--- src/tpom_regs.svh ---
`ifndef TPOM_REGS_SVH
`define TPOM_REGS_SVH

// register indices; byte address is four times the index
`define TPOM_IDX_INBAND       12'ha7d
`define TPOM_IDX_CONFIG       12'ha80
`define TPOM_IDX_ALARM        12'ha81
`define TPOM_IDX_EXPECTED     12'ha82
`define TPOM_IDX_ACCEPTED     12'ha83
`define TPOM_IDX_COUNT_LOW    12'ha84
`define TPOM_IDX_COUNT_HIGH   12'ha85
`define TPOM_IDX_INDICATION   12'haf0

// reset values
`define TPOM_RST_INBAND       7'h00
`define TPOM_RST_CONFIG       6'h00
`define TPOM_RST_ALARM        3'h0
`define TPOM_RST_EXPECTED     3'h0
`define TPOM_CONFIG_RESERVED  1'h1

// indication and enable bit positions
`define TPOM_EV_DEFECT        0
`define TPOM_EV_FAILURE       1
`define TPOM_EV_LABEL_CHANGE  2
`define TPOM_EV_MISMATCH      3
`define TPOM_EV_UNSTABLE      4

// overhead byte fields, index 0 is transmitted bit 8
`define TPOM_V5_DEFECT_BIT    0
`define TPOM_V5_FAILURE_BIT   4
`define TPOM_V5_REI_BIT       5
`define TPOM_Z7_CODE_LSB      1

// persistence counts in multiframes
`define TPOM_PERSIST_SHORT    4'h5
`define TPOM_PERSIST_LONG     4'ha
`define TPOM_LABEL_ACCEPT     4'h5
`define TPOM_UNSTABLE_LIMIT   3'h5

`endif

--- src/tpom_pkg.sv ---
package tpom_pkg;
	typedef logic [2:0]  tpom_label_t;
	typedef logic [10:0] tpom_count_t;
	typedef logic [7:0]  tpom_byte_t;

	typedef enum logic [1:0] {
		TPOM_BUS_IDLE = 2'b00,
		TPOM_BUS_ACK  = 2'b01,
		TPOM_BUS_DONE = 2'b11
	} tpom_bus_state_e;

	function automatic logic tpom_label_mismatch(input tpom_label_t expv,
		input tpom_label_t accv);
		if (expv == 3'h0)
			return accv != 3'h0;
		else if (expv == 3'h1)
			return accv == 3'h0;
		else
			return !((accv == expv) || (accv == 3'h1));
	endfunction
endpackage

--- src/tpom_persist.sv ---
`timescale 1ns/1ps
`include "tpom_regs.svh"
// value filter: state follows input after thresh equal samples
module tpom_persist #(
	parameter int W  = 1,
	parameter int CW = 4
) (
	input  wire logic          ref_clk_in,
	input  wire logic          rstn_in,
	input  wire logic          sample_in,
	input  wire logic [W-1:0]  data_in,
	input  wire logic [CW-1:0] thresh_in,
	output logic      [W-1:0]  state_out,
	output logic               change_out
);
	logic [W-1:0]  cand_reg;
	logic [CW-1:0] cnt_reg;
	wire           same      = (data_in == cand_reg);
	wire [CW-1:0]  cnt_next  = same ? ((cnt_reg >= thresh_in) ? cnt_reg :
		CW'(cnt_reg + 1'b1)) : CW'(1);
	wire           take      = sample_in && (cnt_next >= thresh_in);
	wire           differ    = (data_in != state_out);

	always_ff @(posedge ref_clk_in or negedge rstn_in) begin
		if (!rstn_in) begin
			cand_reg   <= '0;
			cnt_reg    <= '0;
			state_out  <= '0;
			change_out <= 1'b0;
		end else begin
			change_out <= take && differ;
			if (sample_in) begin
				cand_reg <= data_in;
				cnt_reg  <= cnt_next;
			end
			if (take)
				state_out <= data_in;
		end
	end
endmodule // tpom_persist

--- src/tpom_unstable.sv ---
`timescale 1ns/1ps
`include "tpom_regs.svh"
// label stability watch over consecutive multiframes
module tpom_unstable
	import tpom_pkg::*;
(
	input  wire logic        ref_clk_in,
	input  wire logic        rstn_in,
	input  wire logic        sample_in,
	input  wire tpom_label_t label_in,
	output logic             unstable_out,
	output logic             change_out
);
	tpom_label_t prev_reg;
	logic [2:0]  diff_reg;
	logic [2:0]  same_reg;
	wire         same      = (label_in == prev_reg);
	wire [2:0]   same_next = same ? 3'(same_reg + 1'b1) : 3'h1;
	wire [2:0]   diff_next = (diff_reg >= `TPOM_UNSTABLE_LIMIT) ? diff_reg :
		3'(diff_reg + 1'b1);
	wire         calm      = same && (same_next >= `TPOM_UNSTABLE_LIMIT);
	wire         rise      = !same && (diff_next >= `TPOM_UNSTABLE_LIMIT);

	always_ff @(posedge ref_clk_in or negedge rstn_in) begin
		if (!rstn_in) begin
			prev_reg     <= '0;
			diff_reg     <= '0;
			same_reg     <= '0;
			unstable_out <= 1'b0;
			change_out   <= 1'b0;
		end else begin
			change_out <= sample_in && ((calm && unstable_out) ||
				(rise && !unstable_out));
			if (sample_in) begin
				prev_reg <= label_in;
				same_reg <= calm ? 3'h0 : same_next;
				if (calm) begin
					diff_reg     <= 3'h0;
					unstable_out <= 1'b0;
				end else if (!same) begin
					diff_reg <= diff_next;
					if (rise)
						unstable_out <= 1'b1;
				end
			end
		end
	end
endmodule // tpom_unstable

--- src/tpom_monitor.sv ---
`timescale 1ns/1ps
`include "tpom_regs.svh"
module tpom_monitor
	import tpom_pkg::*;
#(
	parameter int TUG2_NUM = 7,
	parameter int ADDR_W   = 14
) (
	input  wire logic              ref_clk_in,
	input  wire logic              rstn_in,
	// register bus
	input  wire logic [ADDR_W-1:0] address_in,
	input  wire logic              read_in,
	input  wire logic              write_in,
	input  wire logic [31:0]       writedata_in,
	input  wire logic [3:0]        byteenable_in,
	output logic      [31:0]       readdata_out,
	output logic                   waitrequest_out,
	// second tributary V5 stream, one TUG2 at a time
	input  wire logic              tu2_v5_valid_in,
	input  wire logic [2:0]        tu2_v5_tug_in,
	input  wire tpom_byte_t        tu2_v5_in,
	input  wire logic              tu2_error_in,
	output logic                   tu2_v5_valid_out,
	output tpom_byte_t             tu2_v5_out,
	// third tributary overhead, one strobe per multiframe
	input  wire logic              mf_strobe_in,
	input  wire tpom_byte_t        v5_in,
	input  wire tpom_byte_t        z7_in,
	input  wire logic [1:0]        parity_error_in,
	input  wire logic              accumulate_in,
	input  wire logic              pointer_loss_in,
	input  wire logic              multiframe_loss_in,
	input  wire logic [3:0]        ais_select_in,
	input  wire logic              persistence_count_select_in,
	input  wire logic              tug2_structure_in,
	output logic                   ais_insert_out,
	output logic                   irq_out
);
	import tpom_pkg::*;

	// ---------------- register state ----------------
	logic [TUG2_NUM-1:0] inband_report_enable_reg;
	logic [5:0]          config_reg;
	logic                tug2_structure_flag_reg;
	logic [2:0]          alarm_ctrl_reg;
	tpom_label_t         expected_label_reg;
	logic [4:0]          indication_reg;
	logic                label_mismatch_status_reg;
	tpom_count_t         count_acc_reg;
	tpom_count_t         count_snap_reg;
	tpom_bus_state_e     bus_state_reg;
	tpom_bus_state_e     bus_state_next;

	// configuration fields
	wire remote_defect_irq_enable  = config_reg[0];
	wire remote_failure_irq_enable = config_reg[1];
	wire label_change_irq_enable   = config_reg[2];
	wire label_mismatch_irq_enable = config_reg[3];
	wire label_unstable_irq_enable = config_reg[4];
	wire block_parity_count_mode   = config_reg[5];
	wire extended_defect_select    = alarm_ctrl_reg[2];
	wire path_terminated_select    = alarm_ctrl_reg[1];

	// ---------------- overhead filtering ----------------
	wire [3:0] persist_count = persistence_count_select_in ?
		`TPOM_PERSIST_LONG : `TPOM_PERSIST_SHORT;
	wire       v5_sample     = mf_strobe_in && !extended_defect_select;
	wire       z7_sample     = mf_strobe_in && extended_defect_select;

	logic        remote_defect_status;
	logic        remote_failure_status;
	tpom_label_t extended_defect_code_status;
	tpom_label_t accepted_label;
	logic        label_unstable_status;
	logic        defect_change;
	logic        failure_change;
	logic        code_change;
	logic        label_change;
	logic        unstable_change;

	tpom_persist #(.W(1), .CW(4)) u_defect (
		.ref_clk_in (ref_clk_in),
		.rstn_in    (rstn_in),
		.sample_in  (v5_sample),
		.data_in    (v5_in[`TPOM_V5_DEFECT_BIT]),
		.thresh_in  (persist_count),
		.state_out  (remote_defect_status),
		.change_out (defect_change)
	);

	tpom_persist #(.W(1), .CW(4)) u_failure (
		.ref_clk_in (ref_clk_in),
		.rstn_in    (rstn_in),
		.sample_in  (v5_sample),
		.data_in    (v5_in[`TPOM_V5_FAILURE_BIT]),
		.thresh_in  (persist_count),
		.state_out  (remote_failure_status),
		.change_out (failure_change)
	);

	tpom_persist #(.W(3), .CW(4)) u_code (
		.ref_clk_in (ref_clk_in),
		.rstn_in    (rstn_in),
		.sample_in  (z7_sample),
		.data_in    (z7_in[`TPOM_Z7_CODE_LSB +: 3]),
		.thresh_in  (persist_count),
		.state_out  (extended_defect_code_status),
		.change_out (code_change)
	);

	tpom_persist #(.W(3), .CW(4)) u_label (
		.ref_clk_in (ref_clk_in),
		.rstn_in    (rstn_in),
		.sample_in  (mf_strobe_in),
		.data_in    (v5_in[3:1]),
		.thresh_in  (`TPOM_LABEL_ACCEPT),
		.state_out  (accepted_label),
		.change_out (label_change)
	);

	tpom_unstable u_unstable (
		.ref_clk_in   (ref_clk_in),
		.rstn_in      (rstn_in),
		.sample_in    (mf_strobe_in),
		.label_in     (v5_in[3:1]),
		.unstable_out (label_unstable_status),
		.change_out   (unstable_change)
	);

	// mismatch state
	wire mismatch_now = tpom_label_mismatch(expected_label_reg,
		accepted_label);
	wire mismatch_change = (mismatch_now != label_mismatch_status_reg);

	// ---------------- events and indications ----------------
	wire [4:0] event_vec;
	assign event_vec[`TPOM_EV_DEFECT]       = extended_defect_select ?
		code_change : defect_change;
	assign event_vec[`TPOM_EV_FAILURE]      = failure_change &&
		!extended_defect_select;
	assign event_vec[`TPOM_EV_LABEL_CHANGE] = label_change;
	assign event_vec[`TPOM_EV_MISMATCH]     = mismatch_change;
	assign event_vec[`TPOM_EV_UNSTABLE]     = unstable_change;

	wire [4:0] irq_enable_vec = {label_unstable_irq_enable,
		label_mismatch_irq_enable, label_change_irq_enable,
		remote_failure_irq_enable && !extended_defect_select,
		remote_defect_irq_enable};

	// ---------------- parity error counting ----------------
	wire [1:0] bit_errors = 2'(parity_error_in[0]) +
		2'(parity_error_in[1]);
	wire [1:0] add_value  = !mf_strobe_in ? 2'h0 :
		(block_parity_count_mode ? 2'(|parity_error_in) : bit_errors);
	wire [11:0] sum_wide  = 12'(count_acc_reg) + 12'(add_value);
	wire tpom_count_t sum_sat = sum_wide[11] ? '1 : sum_wide[10:0];
	wire tpom_count_t add_only = tpom_count_t'(add_value);

	// ---------------- bus decode ----------------
	wire [11:0] reg_index  = address_in[ADDR_W-1:2];
	wire        bus_req    = read_in || write_in;
	wire        bus_commit = (bus_state_reg == TPOM_BUS_ACK) && bus_req;
	wire        wr_commit  = bus_commit && write_in && byteenable_in[0];
	wire        rd_commit  = bus_commit && read_in;
	wire [7:0]  wbyte      = writedata_in[7:0];

	wire hit_inband     = (reg_index == `TPOM_IDX_INBAND);
	wire hit_config     = (reg_index == `TPOM_IDX_CONFIG);
	wire hit_alarm      = (reg_index == `TPOM_IDX_ALARM);
	wire hit_expected   = (reg_index == `TPOM_IDX_EXPECTED);
	wire hit_accepted   = (reg_index == `TPOM_IDX_ACCEPTED);
	wire hit_count_low  = (reg_index == `TPOM_IDX_COUNT_LOW);
	wire hit_count_high = (reg_index == `TPOM_IDX_COUNT_HIGH);
	wire hit_indication = (reg_index == `TPOM_IDX_INDICATION);

	wire [2:0] status_code = extended_defect_select ?
		extended_defect_code_status :
		{1'b0, remote_failure_status, remote_defect_status};

	wire [7:0] rd_inband     = 8'(inband_report_enable_reg);
	wire [7:0] rd_config     = {`TPOM_CONFIG_RESERVED,
		tug2_structure_flag_reg, config_reg};
	wire [7:0] rd_alarm      = {alarm_ctrl_reg, label_unstable_status,
		label_mismatch_status_reg, status_code};
	wire [7:0] rd_expected   = {5'h00, expected_label_reg};
	wire [7:0] rd_accepted   = {5'h00, accepted_label};
	wire [7:0] rd_count_low  = count_snap_reg[7:0];
	wire [7:0] rd_count_high = {5'h00, count_snap_reg[10:8]};
	wire [7:0] rd_indication = {3'h0, indication_reg};

	wire [7:0] rd_byte =
		hit_inband     ? rd_inband     :
		hit_config     ? rd_config     :
		hit_alarm      ? rd_alarm      :
		hit_expected   ? rd_expected   :
		hit_accepted   ? rd_accepted   :
		hit_count_low  ? rd_count_low  :
		hit_count_high ? rd_count_high :
		hit_indication ? rd_indication : 8'h00;

	// only bits already shown to software are cleared
	wire [4:0] ind_clear = (rd_commit && hit_indication) ?
		readdata_out[4:0] : 5'h00;
	wire [4:0] ind_next  = (indication_reg & ~ind_clear) | event_vec;

	// ---------------- bus handshake ----------------
	always_comb begin
		case (bus_state_reg)
			TPOM_BUS_IDLE: bus_state_next = bus_req ? TPOM_BUS_ACK :
				TPOM_BUS_IDLE;
			TPOM_BUS_ACK:  bus_state_next = TPOM_BUS_DONE;
			TPOM_BUS_DONE: bus_state_next = TPOM_BUS_IDLE;
			default:       bus_state_next = TPOM_BUS_IDLE;
		endcase
	end

	always_ff @(posedge ref_clk_in or negedge rstn_in) begin
		if (!rstn_in) begin
			bus_state_reg   <= TPOM_BUS_IDLE;
			waitrequest_out <= 1'b1;
			readdata_out    <= 32'h0000_0000;
		end else begin
			bus_state_reg   <= bus_state_next;
			waitrequest_out <= !(bus_state_next == TPOM_BUS_ACK);
			if (bus_state_reg == TPOM_BUS_IDLE && bus_req)
				readdata_out <= {24'h00_0000, rd_byte};
		end
	end

	// ---------------- software registers ----------------
	always_ff @(posedge ref_clk_in or negedge rstn_in) begin
		if (!rstn_in) begin
			inband_report_enable_reg <= `TPOM_RST_INBAND;
			config_reg               <= `TPOM_RST_CONFIG;
			alarm_ctrl_reg           <= `TPOM_RST_ALARM;
			expected_label_reg       <= `TPOM_RST_EXPECTED;
		end else if (wr_commit) begin
			if (hit_inband)
				inband_report_enable_reg <= wbyte[TUG2_NUM-1:0];
			if (hit_config)
				config_reg <= wbyte[5:0];
			if (hit_alarm)
				alarm_ctrl_reg <= wbyte[7:5];
			if (hit_expected)
				expected_label_reg <= wbyte[2:0];
		end
	end

	// structure strap taken by a clocked process after reset release
	always_ff @(posedge ref_clk_in or negedge rstn_in) begin
		if (!rstn_in)
			tug2_structure_flag_reg <= 1'b1;
		else
			tug2_structure_flag_reg <= tug2_structure_in;
	end

	// ---------------- status, counters, indications ----------------
	always_ff @(posedge ref_clk_in or negedge rstn_in) begin
		if (!rstn_in) begin
			indication_reg            <= 5'h00;
			label_mismatch_status_reg <= 1'b0;
			irq_out                   <= 1'b0;
		end else begin
			indication_reg            <= ind_next;
			label_mismatch_status_reg <= mismatch_now;
			irq_out                   <= |(ind_next & irq_enable_vec);
		end
	end

	always_ff @(posedge ref_clk_in or negedge rstn_in) begin
		if (!rstn_in) begin
			count_acc_reg  <= '0;
			count_snap_reg <= '0;
		end else if (accumulate_in) begin
			count_snap_reg <= count_acc_reg;
			count_acc_reg  <= add_only;
		end else begin
			count_acc_reg  <= sum_sat;
		end
	end

	// ---------------- AIS policy ----------------
	wire [3:0] alarm_vec = {label_unstable_status, label_mismatch_status_reg,
		multiframe_loss_in, pointer_loss_in};
	wire ais_terminated = |(alarm_vec & ais_select_in);
	wire ais_through    = |(alarm_vec[1:0] & ais_select_in[1:0]);

	always_ff @(posedge ref_clk_in or negedge rstn_in) begin
		if (!rstn_in)
			ais_insert_out <= 1'b0;
		else
			ais_insert_out <= path_terminated_select ? ais_terminated :
				ais_through;
	end

	// ---------------- inband reporting on second tributary ----------------
	wire       tug_valid   = (tu2_v5_tug_in < 3'(TUG2_NUM));
	wire       tug_enabled = tug_valid &&
		inband_report_enable_reg[tu2_v5_tug_in];
	tpom_byte_t v5_reported;
	always_comb begin
		v5_reported = tu2_v5_in;
		v5_reported[`TPOM_V5_REI_BIT] = tu2_error_in;
	end

	always_ff @(posedge ref_clk_in or negedge rstn_in) begin
		if (!rstn_in) begin
			tu2_v5_valid_out <= 1'b0;
			tu2_v5_out       <= 8'h00;
		end else begin
			tu2_v5_valid_out <= tu2_v5_valid_in;
			if (tu2_v5_valid_in)
				tu2_v5_out <= tug_enabled ? v5_reported : tu2_v5_in;
		end
	end
endmodule // tpom_monitor

--- config.mk ---
export PLATFORM = sky130hd
export DESIGN_NAME = tpom_monitor
export DESIGN_NICKNAME = d
export VERILOG_FILES = /design/src/tpom_pkg.sv /design/src/tpom_persist.sv /design/src/tpom_unstable.sv /design/src/tpom_monitor.sv
export VERILOG_INCLUDE_DIRS = /design/src
export SDC_FILE = /design/constraint.sdc
export NUM_CORES = 1
export LEC_CHECK = 0
export BUFFER_PORTS_ARGS = -buffer_cell sky130_fd_sc_hd__buf_2
export CAP_MARGIN = 25
export CORE_MARGIN = 1.5
export CORE_UTILIZATION = 30
export DETAILED_ROUTE_END_ITERATION = 10
export SYNTH_ARGS = -nofsm -noshare
export SYNTH_HDL_FRONTEND = slang
export SYNTH_SLANG_ARGS = --single-unit
--- constraint.sdc ---
create_clock -name ref_clk_in -period 4.2 [get_ports ref_clk_in]
set_clock_uncertainty 0.2 [all_clocks]
set_input_delay 0.84 -clock ref_clk_in [delete_from_list [all_inputs] [get_ports ref_clk_in]]
set_output_delay 0.84 -clock ref_clk_in [all_outputs]
set_load 0.02 [all_outputs]
## Word-level counts from Yosys, hierarchy flattened

Cells that the tools add are included.

| word-level totals | value |
|---|---|
| input bits | 95 |
| output and inout port bits | 44 |
| word-level logic and storage cells | 173 |
| bits in registers | 114 |

| operators by class | value |
|---|---|
| equal/unequal tests | 23 |
| add/subtract/negate cells | 8 |
| reduce and logical (&&, ||, !) cells | 47 |
| muxes and demuxes | 40 |
| $lt $le $gt $ge | 13 |
| bitwise logic cells | 6 |

Operators by type and width:

| operator | number |
|---|---|
| equality test 12 bit, second input constant | 8 |
| two-way mux 8 bit | 6 |
| two-way mux 4 bit | 9 |
| greater-or-equal comparator 4 bit | 6 |
| logical AND 1 bit | 24 |
| two-way mux 11 bit | 2 |
| two-way mux 3 bit | 6 |
| adder 4 x 1 -> 4 bit, second input constant | 4 |
| two-way mux 5 bit | 3 |
| adder 11 x 2 -> 12 bit | 1 |
| bitwise AND 5 bit | 2 |
| AND reduction 2 bit | 5 |
| equality test 3 bit | 3 |
| greater-or-equal comparator 3 bit, second input constant | 3 |
| two-way mux 1 bit | 9 |
| greater-or-equal comparator 4 x 3 -> 1 bit, second input constant | 2 |
| adder 3 x 1 -> 3 bit, second input constant | 2 |
| equality test 3 x 1 -> 1 bit, second input constant | 2 |
| zero test 3 bit | 2 |
| two-way mux 6 bit | 1 |
| inequality test 3 bit | 2 |
| zero test 1 bit | 5 |
| NOT 5 bit | 1 |
| OR 5 bit | 1 |
| other kinds (20) | 28 |

## Depth between registers and ports, before layout

Gate-level depths: netlist of run 1.

| depth | value |
|---|---|
| word-level depth | 10 |
| depth in mapped cells | 15 |
| gate-level depth less buffers | 15 |

## Modules after synthesis

Synthesis of run 1 repeated with hierarchy kept, for this count alone.

| second synthesis, totals | value |
|---|---|
| cells, all modules | 708 |
| area, all modules | 7325.8 um^2 |

By module, submodules not included:

| module | seq. area each (um^2) | times used | cells each | area each (um^2) |
|---|---|---|---|---|
| tpom_monitor | 1754.2 | 1 | 359 | 3806.2 |
| tpom_persist at u_code ... | 275.3 | 2 | 76 | 813.3 |
| tpom_persist at u_defect ... | 175.2 | 2 | 70 | 636.9 |
| tpom_unstable | 275.3 | 1 | 57 | 619.3 |

## Worst setup path after synthesis of run 1

No wires, ideal clock.

| timing | value |
|---|---|
| path type | input port to flip-flop |
| from | input port persistence_count_select_in |
| to | register u_defect.state_out |
| data required time | 3.875 ns |
| setup slack | 0.033 ns |
| stages | 15 |
| library setup time | 0.125 ns |
| arrival | 3.842 ns |
| path buffers | 0 |
| cell sequence | inv_1 > ha_1 > nand2b_1 > a21o_1 > a21o_1 > a21oi_1 > xnor2_1 > nor2_1 > ha_1 > nand2b_1 > a21o_1 > a21o_1 > a21oi_1 > nor2_1 > mux2_2 |

| on the way | value |
|---|---|
| word-level cells in the longest chain between the ends | 6 |

Ends and longest elaborated chain:

| item | line | text |
|---|---|---|
| start, declared | tpom_monitor.sv:35 | `input wire logic persistence_count_select_in,` |
| two-way mux 4 bit (no line) (*) | - |  |
| greater-or-equal comparator 4 bit | tpom_persist.sv:19 | `wire [CW-1:0] cnt_next = same ? ((cnt_reg >= thresh_in) ? cnt_reg :` |
| two-way mux 4 bit (2 in a row) | tpom_persist.sv:19 |  |
| greater-or-equal comparator 4 bit (*) | tpom_persist.sv:21 | `wire take = sample_in && (cnt_next >= thresh_in);` |
| logical AND 1 bit (*) | tpom_persist.sv:21 |  |
| end signal, assigned | tpom_persist.sv:37 | `state_out <= data_in;` |
| end, declared | tpom_persist.sv:13 | `output logic [W-1:0] state_out,` |

Mark *: on every way between the ends. The rest lies on a longest branch, timed or not.
A chain may end at the register's enable or synchronous reset.

## Worst setup path after layout of run 1

| timing | value |
|---|---|
| from | input port persistence_count_select_in |
| to | register u_code.state_out[2] |

| on the way | value |
|---|---|
| word-level cells in the longest chain between the ends | 6 |

Ends and longest elaborated chain:

| item | line |
|---|---|
| two-way mux 4 bit (no line) (*) | - |
| greater-or-equal comparator 4 bit | tpom_persist.sv:19 |
| two-way mux 4 bit (2 in a row) | tpom_persist.sv:19 |
| greater-or-equal comparator 4 bit (*) | tpom_persist.sv:21 |
| logical AND 1 bit (*) | tpom_persist.sv:21 |
| end signal, assigned | tpom_persist.sv:37 |
| end, declared | tpom_persist.sv:13 |

Marks and branches as above.

==> results of run 1 <==
[cells in the mapped netlist, drive strengths merged (2+ instances only)]
library cell and number:
a211o 2, a21o 13, a21oi 42, a221oi 3, a22o 5, a22oi 8
a31o 2, a31oi 9, a32o 5, a32oi 2, a41o 3, and3 7
buf 29, clkbuf 17, dfrtp 112, dfstp 2, ha 37, inv 26
mux2 50, mux2i 13, nand2 41, nand2b 17, nand3 13, nand3b 3
nand4 3, nand4bb 2, nor2 50, nor2b 5, nor3 11, nor3b 3
nor4 2, o211ai 2, o21ai 26, o22ai 7, o311ai 2, or2 3
or3 5, or4 2, xnor2 27, xor2 6
[path summary, 6_finish.rpt]
kind                            cells after the start  slack (ns)                   end                         from
worst min register to register                      1        0.28      bus_state_reg[0]             bus_state_reg[1]
worst max register to register                     14        0.74   u_code.state_out[2]            u_code.cnt_reg[0]
min in group asynchronous                           1        0.35  u_failure.cnt_reg[2]                      rstn_in
max in group asynchronous                           2        2.56      count_acc_reg[0]                      rstn_in
worst min-delay path                                1        0.28      bus_state_reg[0]             bus_state_reg[1]
worst max-delay path                               15        0.53   u_code.state_out[2]  persistence_count_select_in
[placed cells by master (no fill, tap or decap), types with 6 or more instances in the layout]
cell / instances
mux2i_1: 13
a22oi_1: 8
nand2b_1: 17
a31oi_1: 9
inv_1: 26
nor2_1: 50
conb_1: 24
nor3_1: 11
o22ai_1: 7
a21oi_1: 42
and3_1: 7
xor2_1: 6
ha_1: 37
a21o_1: 13
o21ai_0: 25
buf_2: 76
buf_4: 15
mux2_2: 50
xnor2_1: 27
nand2_1: 41
dfrtp_1: 112
inv_6: 6
clkbuf_16: 17
nand3_1: 13
[power by group]
part | leakage (nW) | internal, mW | switching [mW]
registers | 1.45 | 1.25 | 0.165
logic | 1.95 | 0.417 | 0.482
clock network | 0.295 | 0.908 | 0.565
total | 3.69 | 2.57 | 1.21
[stage by stage]
stage          instance area, um^2  hold slack (ns)  power, mW  utilization (%)  setup slack, ns
3_5_place_dp                  7210            0.257       2.33             34.0           0.0991
2_1_floorplan                 6640            0.224       2.06                -           0.0334
3_3_place_gp                  7210            0.255       2.32             34.0            0.149
4_1_cts                       7810            0.276       3.82             36.8            0.515
6_report                      7820            0.281       3.79             36.8            0.528
5_1_grt                       7810            0.299       4.03             36.8            0.228
[worst max-delay path: stages]
cell and delay [ns]:
buf_2 0.10, inv_1 0.17, ha_1 0.26, nand2b_1 0.13, a2111oi_0 0.34, or3_1 0.27, xnor2_1 0.14, nor2_1 0.07
ha_1 0.28, nand2b_1 0.14, a21o_1 0.18, a21o_1 0.17, a21oi_1 0.24, nor2_1 0.13, mux2_2 0.30
[cells by family (layout without fill, tap and decap cells)]
group / Yosys count / after routing
and+or+nand+nor: 174 / 174
muxes: 64 / 64
adders and majority gates: 38 / 38
xor gates and xnor gates: 33 / 33
buffers and inverters: 72 / 149
DFF: 114 / 114
other: 1 / 25
AOI/OAI and AO/OA: 143 / 143
[area by class of cell]
type / instances / area [um^2] / share of cell area [%]
multi-input cells: 476 / 3420 / 43.7
flip-flops and latches: 114 / 2860 / 36.5
repair buffers: 91 / 493 / 6.31
clock buffers: 18 / 439 / 5.62
well taps: 275 / 344 / 4.40
clock inverters: 14 / 166 / 2.13
inverters: 26 / 97.6 / 1.25
diodes: 1 / 2.50 / 0.0320
[routing by layer]
layer	share of wire [%]	track usage (%)	routed length, um
met2	44	21.4	6510
met1	48	18.7	7110
met3	6.6	3.95	977
met5	0	0	0
met4	0.75	3.20	111
==> results.md, run 1 <==
| Result | This run | Unit |
|:---|:---|:---|
| Fill cell instance count of the final layout | 2,099 | - |
| Biggest fanout along the worst timing path | 6 | - |
| Count of input and output buffers | 77 | - |
| Power density over the cells | 485 | nW/um^2 |
| Clock net sink count | 114 | - |
| Wire length of the first global-routing pass | 24.2 | mm |
| Data arrival time of the critical path | 3.76 | ns |
| Share of the synthesized area in compound gates (AO/OA/AOI/OAI) | 14.3 | % |
| Final TNS setup | 0 | ns |
| Mean instance size in the synthesized netlist | 10.3 | um^2 |
| Max capacitance violation total | 0 | - |
| Worst hold-check path type | reg -> reg | - |
| Clock tree buffer depth | 2 | - |
| Number of design-rule violations left by the first detailed-router iteration | 270 | - |
| Final-report max-slew violation count | 0 | - |
| Xor and xnor area share after synthesis | 4.41 | % |
| Routed wire length | 14.7 | mm |
| CTS Hold Buffers Added | 0 | - |
| Status | finished clean | - |
| Mux share of post-synthesis cell area | 10.9 | % |
| Global placement routability congestion | 0.778 | - |
| Clock slew at the register clock pins of the worst setup and hold paths | 0.06 | ns |
| Area fraction in and, or, nand and nor cells after synthesis | 13.7 | % |
| Standby leakage power | 3.69 | nW |
| Count of endpoints failing hold in the final timing report | 0 | - |
| Nature of the critical path endpoint | flop | - |
| Total Routing Usage GR | 13.7 | % |
| Net count, final | 859 | - |
| Number of gates given a new drive strength after cts | 0 | - |
| Total of warnings raised by yosys | 0 | - |
| Fraction of final layout cells with drive strength greater than 1 | 25.2 | % |
| Top cells by area, synth | dfrtp_1 43%, mux2_2 8.6%, ha_1 7.1%, xnor2_1 3.6%, a21oi_1 3.2% | - |
| Final-report setup violation count | 0 | - |
| Total core area | 21,200 | um^2 |
| Number of primary I/O pins | 139 | - |
| Maximum number of pins on one net before global-route repair | 73 | - |
| Fraction of synthesized cell area taken by the top area cell type | 42.8 | % |
| Post-detailed-route DRC marker count | 0 | - |
| Fin crit share | 87.4 | % |
| Sequential share of the synthesized area | 43.6 | % |
| Number of vias per cell after detailed routing | 4.85 | - |
| Buffer type at the clock tree root | clkbuf_16 | - |
| Overall via count from detail_route | 4,924 | - |
| Final antenna-violating net count | 0 | - |
| Worst vdd ir | 0.000264 | V |
| Vertical die dimension | 151 | um |
| Slew headroom | 38.6 | % |
| Initial antenna violation count | 1 | - |
| Yosys cell types | 68 | - |
| Clock latency of the later-clocked register in the worst-skew pair | 0.41 | ns |
| Count of H-tree levels built during CTS | 4 | - |
| Top FF cell, synth | dfrtp_1 | - |
| Mapped Area | 6560 | um^2 |
| Dominant combinational cell family by area after synthesis | compound AO/OA/AOI/OAI gates | - |
| Total half-perimeter wirelength after legalization and detailed placement | 10.9 | mm |
| Total congestion overflow | 0 | - |
| Layout overhead on the synthesized area | 19.2 | % |
| CP Launch Type | input port | - |
| EDFF count, synth | 0 | - |
| Cell type with the highest aggregate area in the netlist | dfrtp_1 | - |
| Starting Density | 30.9 | % |
| Die Footprint | 22,700 | um^2 |
| Length of the first detailed-routing pass in iterations | 5 | - |
| WS Path Type | in -> reg | - |
| Max Freq | 0.272 | GHz |
| Tightest Pin Transition | 0.921 | ns |
| Required time of the worst setup path | 4.29 | ns |
| Clock tree from TritonCTS | yes | - |
| Horizontal die dimension | 151 | um |
| Post-CTS setup-driven buffer insertion count | 0 | - |
| Standard-cell row count | 53 | - |
| Non-Filler Instances | 1,015 | - |
| RSZ-0062 raised after global routing | false | - |
| Post-synthesis adder-cell area fraction | 7.37 | % |
| Average wire per cell in the routed design | 14.5 | um |
| Fraction of registers with async set/reset | 100 | % |
| Number of buffers inserted during clock tree synthesis | 17 | - |
| Cell count after placement | 982 | - |
| Time the worst path needs with I/O delays and setup | 3.67 | ns |
| Vias in the first global route | 4,734 | - |
| Number of synthesized register bits | 114 | - |
| Mapped Cells | 639 | - |
No activity file was read; power rests on OpenSTA's default activity.
==> inputs of run 2 (changes only) <==
- CORE_ASPECT_RATIO: not set -> 0.5
- CORE_UTILIZATION: 30 -> 55
- PLACE_DENSITY: not set -> 0.8
- REMOVE_ABC_BUFFERS: not set -> 1
==> run 2 against run 1 <==
First-iteration DRC count is 58% higher. Global-route usage is 11 points higher. Final area is 2.0% lower. Worst hold slack worse by 0.019 ns. Critical endpoint is now u_defect.state_out. Sequential share of layout area is 0.76 points higher.
==> results.md, run 2 (synthesis gave the netlist of run 1 again) <==
| Result | This run | Unit |
|:---|:---|:---|
| Clock tree from TritonCTS | yes | - |
| Part of the power in combinational logic | 24.2 | % |
| Post-detailed-route DRC marker count | 0 | - |
| Required time of the worst setup path | 4.29 | ns |
| Final Power | 3.82 | mW |
| Time the worst path needs with I/O delays and setup | 3.80 | ns |
| Fin crit share | 90.4 | % |
| Power density over the cells | 499 | nW/um^2 |
| Most common library cell in the layout ignoring fill and taps | dfrtp_1 | - |
| Buffer type at the clock tree root | clkbuf_16 | - |
| Number of buffers inserted during clock tree synthesis | 17 | - |
| Final antenna-violating net count | 0 | - |
| Commonest cells after routing, fill and taps aside | 112 x dfrtp_1, 76 x buf_2, 50 x nor2_1, 50 x mux2_2, 42 x a21oi_1 | - |
| Worst vdd ir | 0.000340 | V |
| Cell Int Power | 2.65 | mW |
| Wire length of the first global-routing pass | 24.0 | mm |
| Sequential share of power | 37.1 | % |
| Post-placement cell area | 7040 | um^2 |
| Routed wire length | 14.7 | mm |
| Length of the first detailed-routing pass in iterations | 7 | - |
| Horizontal die dimension | 157 | um |
| Count of H-tree levels built during CTS | 4 | - |
| Total congestion overflow | 0 | - |
| Post-CTS setup-driven buffer insertion count | 0 | - |
| Total Routing Usage GR | 24.8 | % |
| RSZ-0062 raised after global routing | false | - |
| Worst hold-check path type | reg -> reg | - |
| Overall via count from detail_route | 5,151 | - |
| Number of gates given a new drive strength after cts | 0 | - |
| Nature of the critical path endpoint | flop | - |
| Max Freq | 0.263 | GHz |
| Final TNS setup | 0 | ns |
| Clock slew at the register clock pins of the worst setup and hold paths | 0.05 | ns |
| Standard-cell row count | 27 | - |
| Final Instance Area | 7660 | um^2 |
| Data arrival time of the critical path | 3.89 | ns |
| Net count, final | 855 | - |
| Utilization of the core after routing | 67.9 | % |
| Count of endpoints failing hold in the final timing report | 0 | - |
| Number of primary I/O pins | 139 | - |
| Max capacitance violation total | 0 | - |
| Tightest Pin Transition | 0.772 | ns |
| Layout overhead on the synthesized area | 16.8 | % |
| Initial antenna violation count | 1 | - |
| Global placement routability congestion | 0.837 | - |
| Standby leakage power | 3.67 | nW |
| Number of design-rule violations left by the first detailed-router iteration | 426 | - |
| Total half-perimeter wirelength after legalization and detailed placement | 10.3 | mm |
| Vertical die dimension | 80.2 | um |
| Starting Density | 58.1 | % |
| Sw frac | 30.5 | % |
| Average wire per cell in the routed design | 16.4 | um |
| Slew headroom | 48.2 | % |
| Maximum number of pins on one net before global-route repair | 60 | - |
| Switching power | 1.16 | mW |
| Vias in the first global route | 5,019 | - |
| Biggest fanout along the worst timing path | 8 | - |
| CP Launch Type | input port | - |
| Clock latency of the later-clocked register in the worst-skew pair | 0.42 | ns |
| Clock tree buffer depth | 2 | - |
| Number of vias per cell after detailed routing | 5.76 | - |
| Final-report setup violation count | 0 | - |
| Status | finished clean | - |
| CTS Hold Buffers Added | 0 | - |
| Final-report max-slew violation count | 0 | - |
| Fraction of final layout cells with drive strength greater than 1 | 24.4 | % |
| Count of input and output buffers | 77 | - |
| Die Footprint | 12,600 | um^2 |
| Clock share of power | 38.8 | % |
| WS Path Type | in -> reg | - |
| Minimum hold slack | 0.261 | ns |
| Total core area | 11,300 | um^2 |
| Clock net sink count | 114 | - |
[run 2: changes by cell type in the layout (fill, tap and decap cells not counted)]
cell        before  now
inv_6            6    0
buf_4           15   10
clkbuf_1         0    3
clkinv_4         4    1
clkbuf_8         1    3
clkinv_2         0    2
clkinvlp_4       1    3
buf_12           0    1
bufinv_16        2    3
inv_8            1    0
[run 2: final cells by class]
cell class                      instances  area (um^2)
Clock inverter                          9          131
Inverter                               26         97.6
Multi-Input combinational cell        476         3420
Timing Repair Buffer                   87          475
Antenna cell                            1         2.50
Tap cell                              159          199
Sequential cell                       114         2860
Fill cell                             803         3630
Clock buffer                           23          478
[run 2: per-stage QoR]
step                setup WS, ns  instances
floorplan                 0.0327        616
global placement           0.104        862
detailed placement       -0.0136        862
CTS                        0.410        894
global route               0.112        895
finish                     0.402        895
[run 2: power groups by stage]
stage | Clock (mW) | Sequential (mW) | Combinational (mW)
6_report | 1.48 | 1.41 | 0.923
4_1_cts | 1.49 | 1.41 | 0.924
5_1_grt | 1.55 | 1.44 | 1.04
2_1_floorplan | 0 | 1.43 | 0.596
3_3_place_gp | 0 | 1.42 | 0.879
3_5_place_dp | 0 | 1.42 | 0.913
[run 2: routing by layer]
| metal | share of wire [%] | track usage (%) |
|---|---|---|
| met5 | 0 | 0 |
| met4 | 1.7 | 8.30 |
| met3 | 5.7 | 6.85 |
| met2 | 48 | 42.3 |
| met1 | 44 | 30.6 |
[run 2: worst paths after layout]
kind / from / to / slack [ns] / depth (start not counted)
setup / recovery: persistence_count_select_in / u_defect.state_out / 0.40 / 16
max in group asynchronous: rstn_in / tug2_structure_flag_reg / 2.72 / 2
hold reg to reg: u_label.change_out / indication_reg[2] / 0.26 / 1
hold / removal: u_label.change_out / indication_reg[2] / 0.26 / 1
setup reg to reg: u_defect.cnt_reg[0] / u_defect.state_out / 0.66 / 15
min in group asynchronous: rstn_in / u_failure.cnt_reg[1] / 0.28 / 1
[run 2: critical path: stages]
cell and delay [ns]:
buf_2 0.10, inv_1 0.22, ha_1 0.28, nand2b_1 0.14, a21o_1 0.18, a21o_1 0.17, a21oi_1 0.26, buf_4 0.21
mux2i_1 0.21, nor2_1 0.06, ha_1 0.29, a21o_1 0.16, a21o_1 0.17, a21oi_1 0.23, nor2_1 0.07, mux2_2 0.29
==> inputs of run 3 (changes only) <==
- CAP_MARGIN: 25 -> not set
- PLACE_DENSITY: 0.8 -> 0.79
- SYNTH_HIERARCHICAL: not set -> 1
- clock period: 4.2 -> 4.7 ns (I/O delays scaled with it)
==> run 3 against run 2 <==
The flow now finishes with violations (DRC). First-iteration DRC count decreased by 0.23%. Non-clock buffer count decreased by 8. Wire length increased by 7.6%. Sequential power decreased by 13%. Total power decreased by 16%. Synthesized cell count increased by 11%.
==> results.md, run 3 <==
| Result | This run | Unit |
|:---|:---|:---|
| Power density over the cells | 384 | nW/um^2 |
| Cell type with the highest aggregate area in the netlist | dfrtp_1 | - |
| Most common library cell in the layout ignoring fill and taps | dfrtp_1 | - |
| Worst reg2reg setup slack | 1.70 | ns |
| Commonest cells post-synth | 115 x dfrtp_1, 43 x ha_1, 42 x inv_1 | - |
| Count of input and output buffers | 77 | - |
| Count of H-tree levels built during CTS | 4 | - |
| Clock net sink count | 117 | - |
| Clock slew at the register clock pins of the worst setup and hold paths | 0.06 | ns |
| Post-placement cell area | 7750 | um^2 |
| Starting Density | 57.0 | % |
| Buffer type at the clock tree root | clkbuf_16 | - |
| Number of vias per cell after detailed routing | 5.85 | - |
| Maximum number of pins on one net before global-route repair | 62 | - |
| Mapped Cells | 708 | - |
| First element of the critical path | persistence_count_select_in | - |
| WS Path Type | in -> reg | - |
| Layout overhead on the synthesized area | 14.2 | % |
| Number of buffers inserted during clock tree synthesis | 17 | - |
| Standard-cell row count | 29 | - |
| Standby leakage power | 3.90 | nW |
| Post-CTS setup-driven buffer insertion count | 0 | - |
| Nature of the critical path endpoint | flop | - |
| Top FF cell, synth | dfrtp_1 | - |
| Initial antenna violation count | 0 | - |
| End point of the critical path | u_code/state_out[1] | - |
| Die Footprint | 14,100 | um^2 |
| RSZ-0062 raised after global routing | false | - |
| Final-report max-slew violation count | 0 | - |
| Horizontal die dimension | 166 | um |
| Max Freq | 0.282 | GHz |
| CTS Hold Buffers Added | 0 | - |
| Number of primary I/O pins | 139 | - |
| Biggest fanout along the worst timing path | 9 | - |
| Max capacitance violation total | 0 | - |
| Slew headroom | 37.1 | % |
| Data arrival time of the critical path | 3.64 | ns |
| Total half-perimeter wirelength after legalization and detailed placement | 11.4 | mm |
| Vertical die dimension | 84.6 | um |
| Mean instance size in the synthesized netlist | 10.3 | um^2 |
| Worst setup slack after placement | 0.741 | ns |
| CP Launch Type | input port | - |
| Number of inserted diodes | 0 | - |
| Fraction of final layout cells with drive strength greater than 1 | 23.3 | % |
| Time the worst path needs with I/O delays and setup | 3.54 | ns |
| Final-report setup violation count | 0 | - |
| Fraction of registers with async set/reset | 100 | % |
| Tightest Pin Transition | 0.937 | ns |
| Clock latency of the later-clocked register in the worst-skew pair | 0.42 | ns |
| Total core area | 12,800 | um^2 |
| Fraction of synthesized cell area taken by the top area cell type | 39.3 | % |
| Routed wire length | 15.8 | mm |
| Status | finished with violations | - |
| Final WS setup | 1.16 | ns |
| Violated checks | DRC | - |
| Yosys cell types | 85 | - |
| Post-detailed-route DRC marker count | 13 | - |
| EDFF count, synth | 0 | - |
| Start of the worst register-to-register path | u_code/cnt_reg[3] | - |
| Final TNS setup | 0 | ns |
| Vias in the first global route | 5,602 | - |
| Average wire per cell in the routed design | 16.2 | um |
| Required time of the worst setup path | 4.79 | ns |
| Total of warnings raised by yosys | 6 | - |
| Minimum hold slack | 0.275 | ns |
| Clock tree from TritonCTS | yes | - |
| Mapped Area | 7330 | um^2 |
| Final Instance Area | 8370 | um^2 |
| Overall via count from detail_route | 5,694 | - |
| Length of the first detailed-routing pass in iterations | 8 | - |
| Number of gates given a new drive strength after cts | 0 | - |
| Terminus of the critical flop-to-flop path | u_code/state_out[1] | - |
| Wire length of the first global-routing pass | 26.9 | mm |
| Total congestion overflow | 0 | - |
| Cell with the most instances after synthesis | dfrtp_1 | - |
| Sequential share of the synthesized area | 40.0 | % |
| Worst Reg-to-Reg Cells | 9 | - |
| Total Routing Usage GR | 23.7 | % |
| Count of endpoints failing hold in the final timing report | 0 | - |
| Final antenna-violating net count | 0 | - |
| Commonest cells after routing, fill and taps aside | 115 x dfrtp_1, 76 x buf_2, 43 x ha_1 | - |
| Fin crit share | 75.4 | % |
| Net count, final | 929 | - |
| Worst hold-check path type | reg -> reg | - |
| Number of synthesized register bits | 117 | - |
| Worst vdd ir | 0.000263 | V |
| Clock tree buffer depth | 2 | - |
| Top cells by area, synth | dfrtp_1 39%, ha_1 7.3%, mux2_2 5.2%, buf_4 2.7%, nand3_1 2.4% | - |
| Number of design-rule violations left by the first detailed-router iteration | 425 | - |
| Global placement routability congestion | 0.844 | - |
-- run 3: cell types whose count changed in the layout (fill, tap and decap cells not counted), moves of 8 or more --
cell / before / now
a21o_1: 13 / 2
a21oi_1: 42 / 26
buf_4: 10 / 2
inv_1: 26 / 42
mux2_1: 0 / 12
mux2_2: 50 / 34
nand3_1: 13 / 35
nor2_1: 50 / 36
xnor2_1: 27 / 15
xor2_1: 6 / 16
-- run 3: how the worst min path moves through the flow --
stage	start	to	slack, ns	cells after the start
detailed placement	readdata_out[6]	readdata_out[6]	0.26	1
finish	readdata_out[6]	readdata_out[6]	0.27	1
floorplan	bus_state_reg[1]	bus_state_reg[1]	0.24	1
global placement	bus_state_reg[1]	bus_state_reg[1]	0.26	1
global route	readdata_out[5]	readdata_out[5]	0.30	2
CTS	readdata_out[6]	readdata_out[6]	0.28	1
-- run 3: kinds of logic (layout without fill, tap and decap cells) --
| kind of cell | after synthesis | in the layout | synth area share (%) |
|---|---|---|---|
| XOR/XNOR | 35 | 35 | 4.59 |
| adder cells (fa/ha/maj) | 44 | 44 | 7.62 |
| multiplexers | 67 | 67 | 10.6 |
| buffers and inverters | 85 | 153 | 6.34 |
| AND/OR/NAND/NOR | 200 | 200 | 15.5 |
| flip-flops | 117 | 117 | 40.0 |
| AO/OA/AOI/OAI | 158 | 158 | 15.2 |
| other | 2 | 29 | 0.103 |
-- run 3: where the power goes --
part	internal (mW)	total [mW]	switching, mW
clock	0.846	1.36	0.511
combinational	0.276	0.640	0.364
sequential	1.11	1.22	0.106
total	2.23	3.21	0.980
-- run 3: area by class of cell --
class | instances | area [um^2]
repair buffers | 79 | 415
multi-input cells | 533 | 4030
fillers | 1002 | 4480
clock buffers | 17 | 425
well taps | 170 | 213
inverters | 42 | 158
flip-flops and latches | 117 | 2930
clock inverters | 15 | 191
-- run 3: per-layer routing --
layer | part of all wire, % | vias to the layer above | track usage [%]
li1 | - | 2710 | -
met5 | 0 | - | 0
met2 | 48 | 193 | 41.4
met1 | 44 | 2773 | 29.7
met3 | 6.5 | 18 | 5.52
met4 | 1.1 | 0 | 6.94
-- run 3: worst max-delay path, cell delays in order --
cell and delay [ns]:
buf_2 0.15, inv_1 0.25, inv_1 0.12, ha_1 0.32, o211ai_2 0.12, o21ai_2 0.28
mux2i_1 0.25, nor2_1 0.07, ha_1 0.28, a211oi_1 0.07, o31ai_2 0.41, mux2_1 0.37
-- run 3: per-stage QoR --
step / util (%) / cells / power (mW)
4_1_cts: 65.1 / 973 / 3.22
3_3_place_gp: 60.3 / 941 / 1.82
2_1_floorplan: - / 692 / 1.66
5_1_grt: 65.1 / 973 / 3.36
6_report: 65.1 / 973 / 3.21
3_5_place_dp: 60.3 / 941 / 1.86
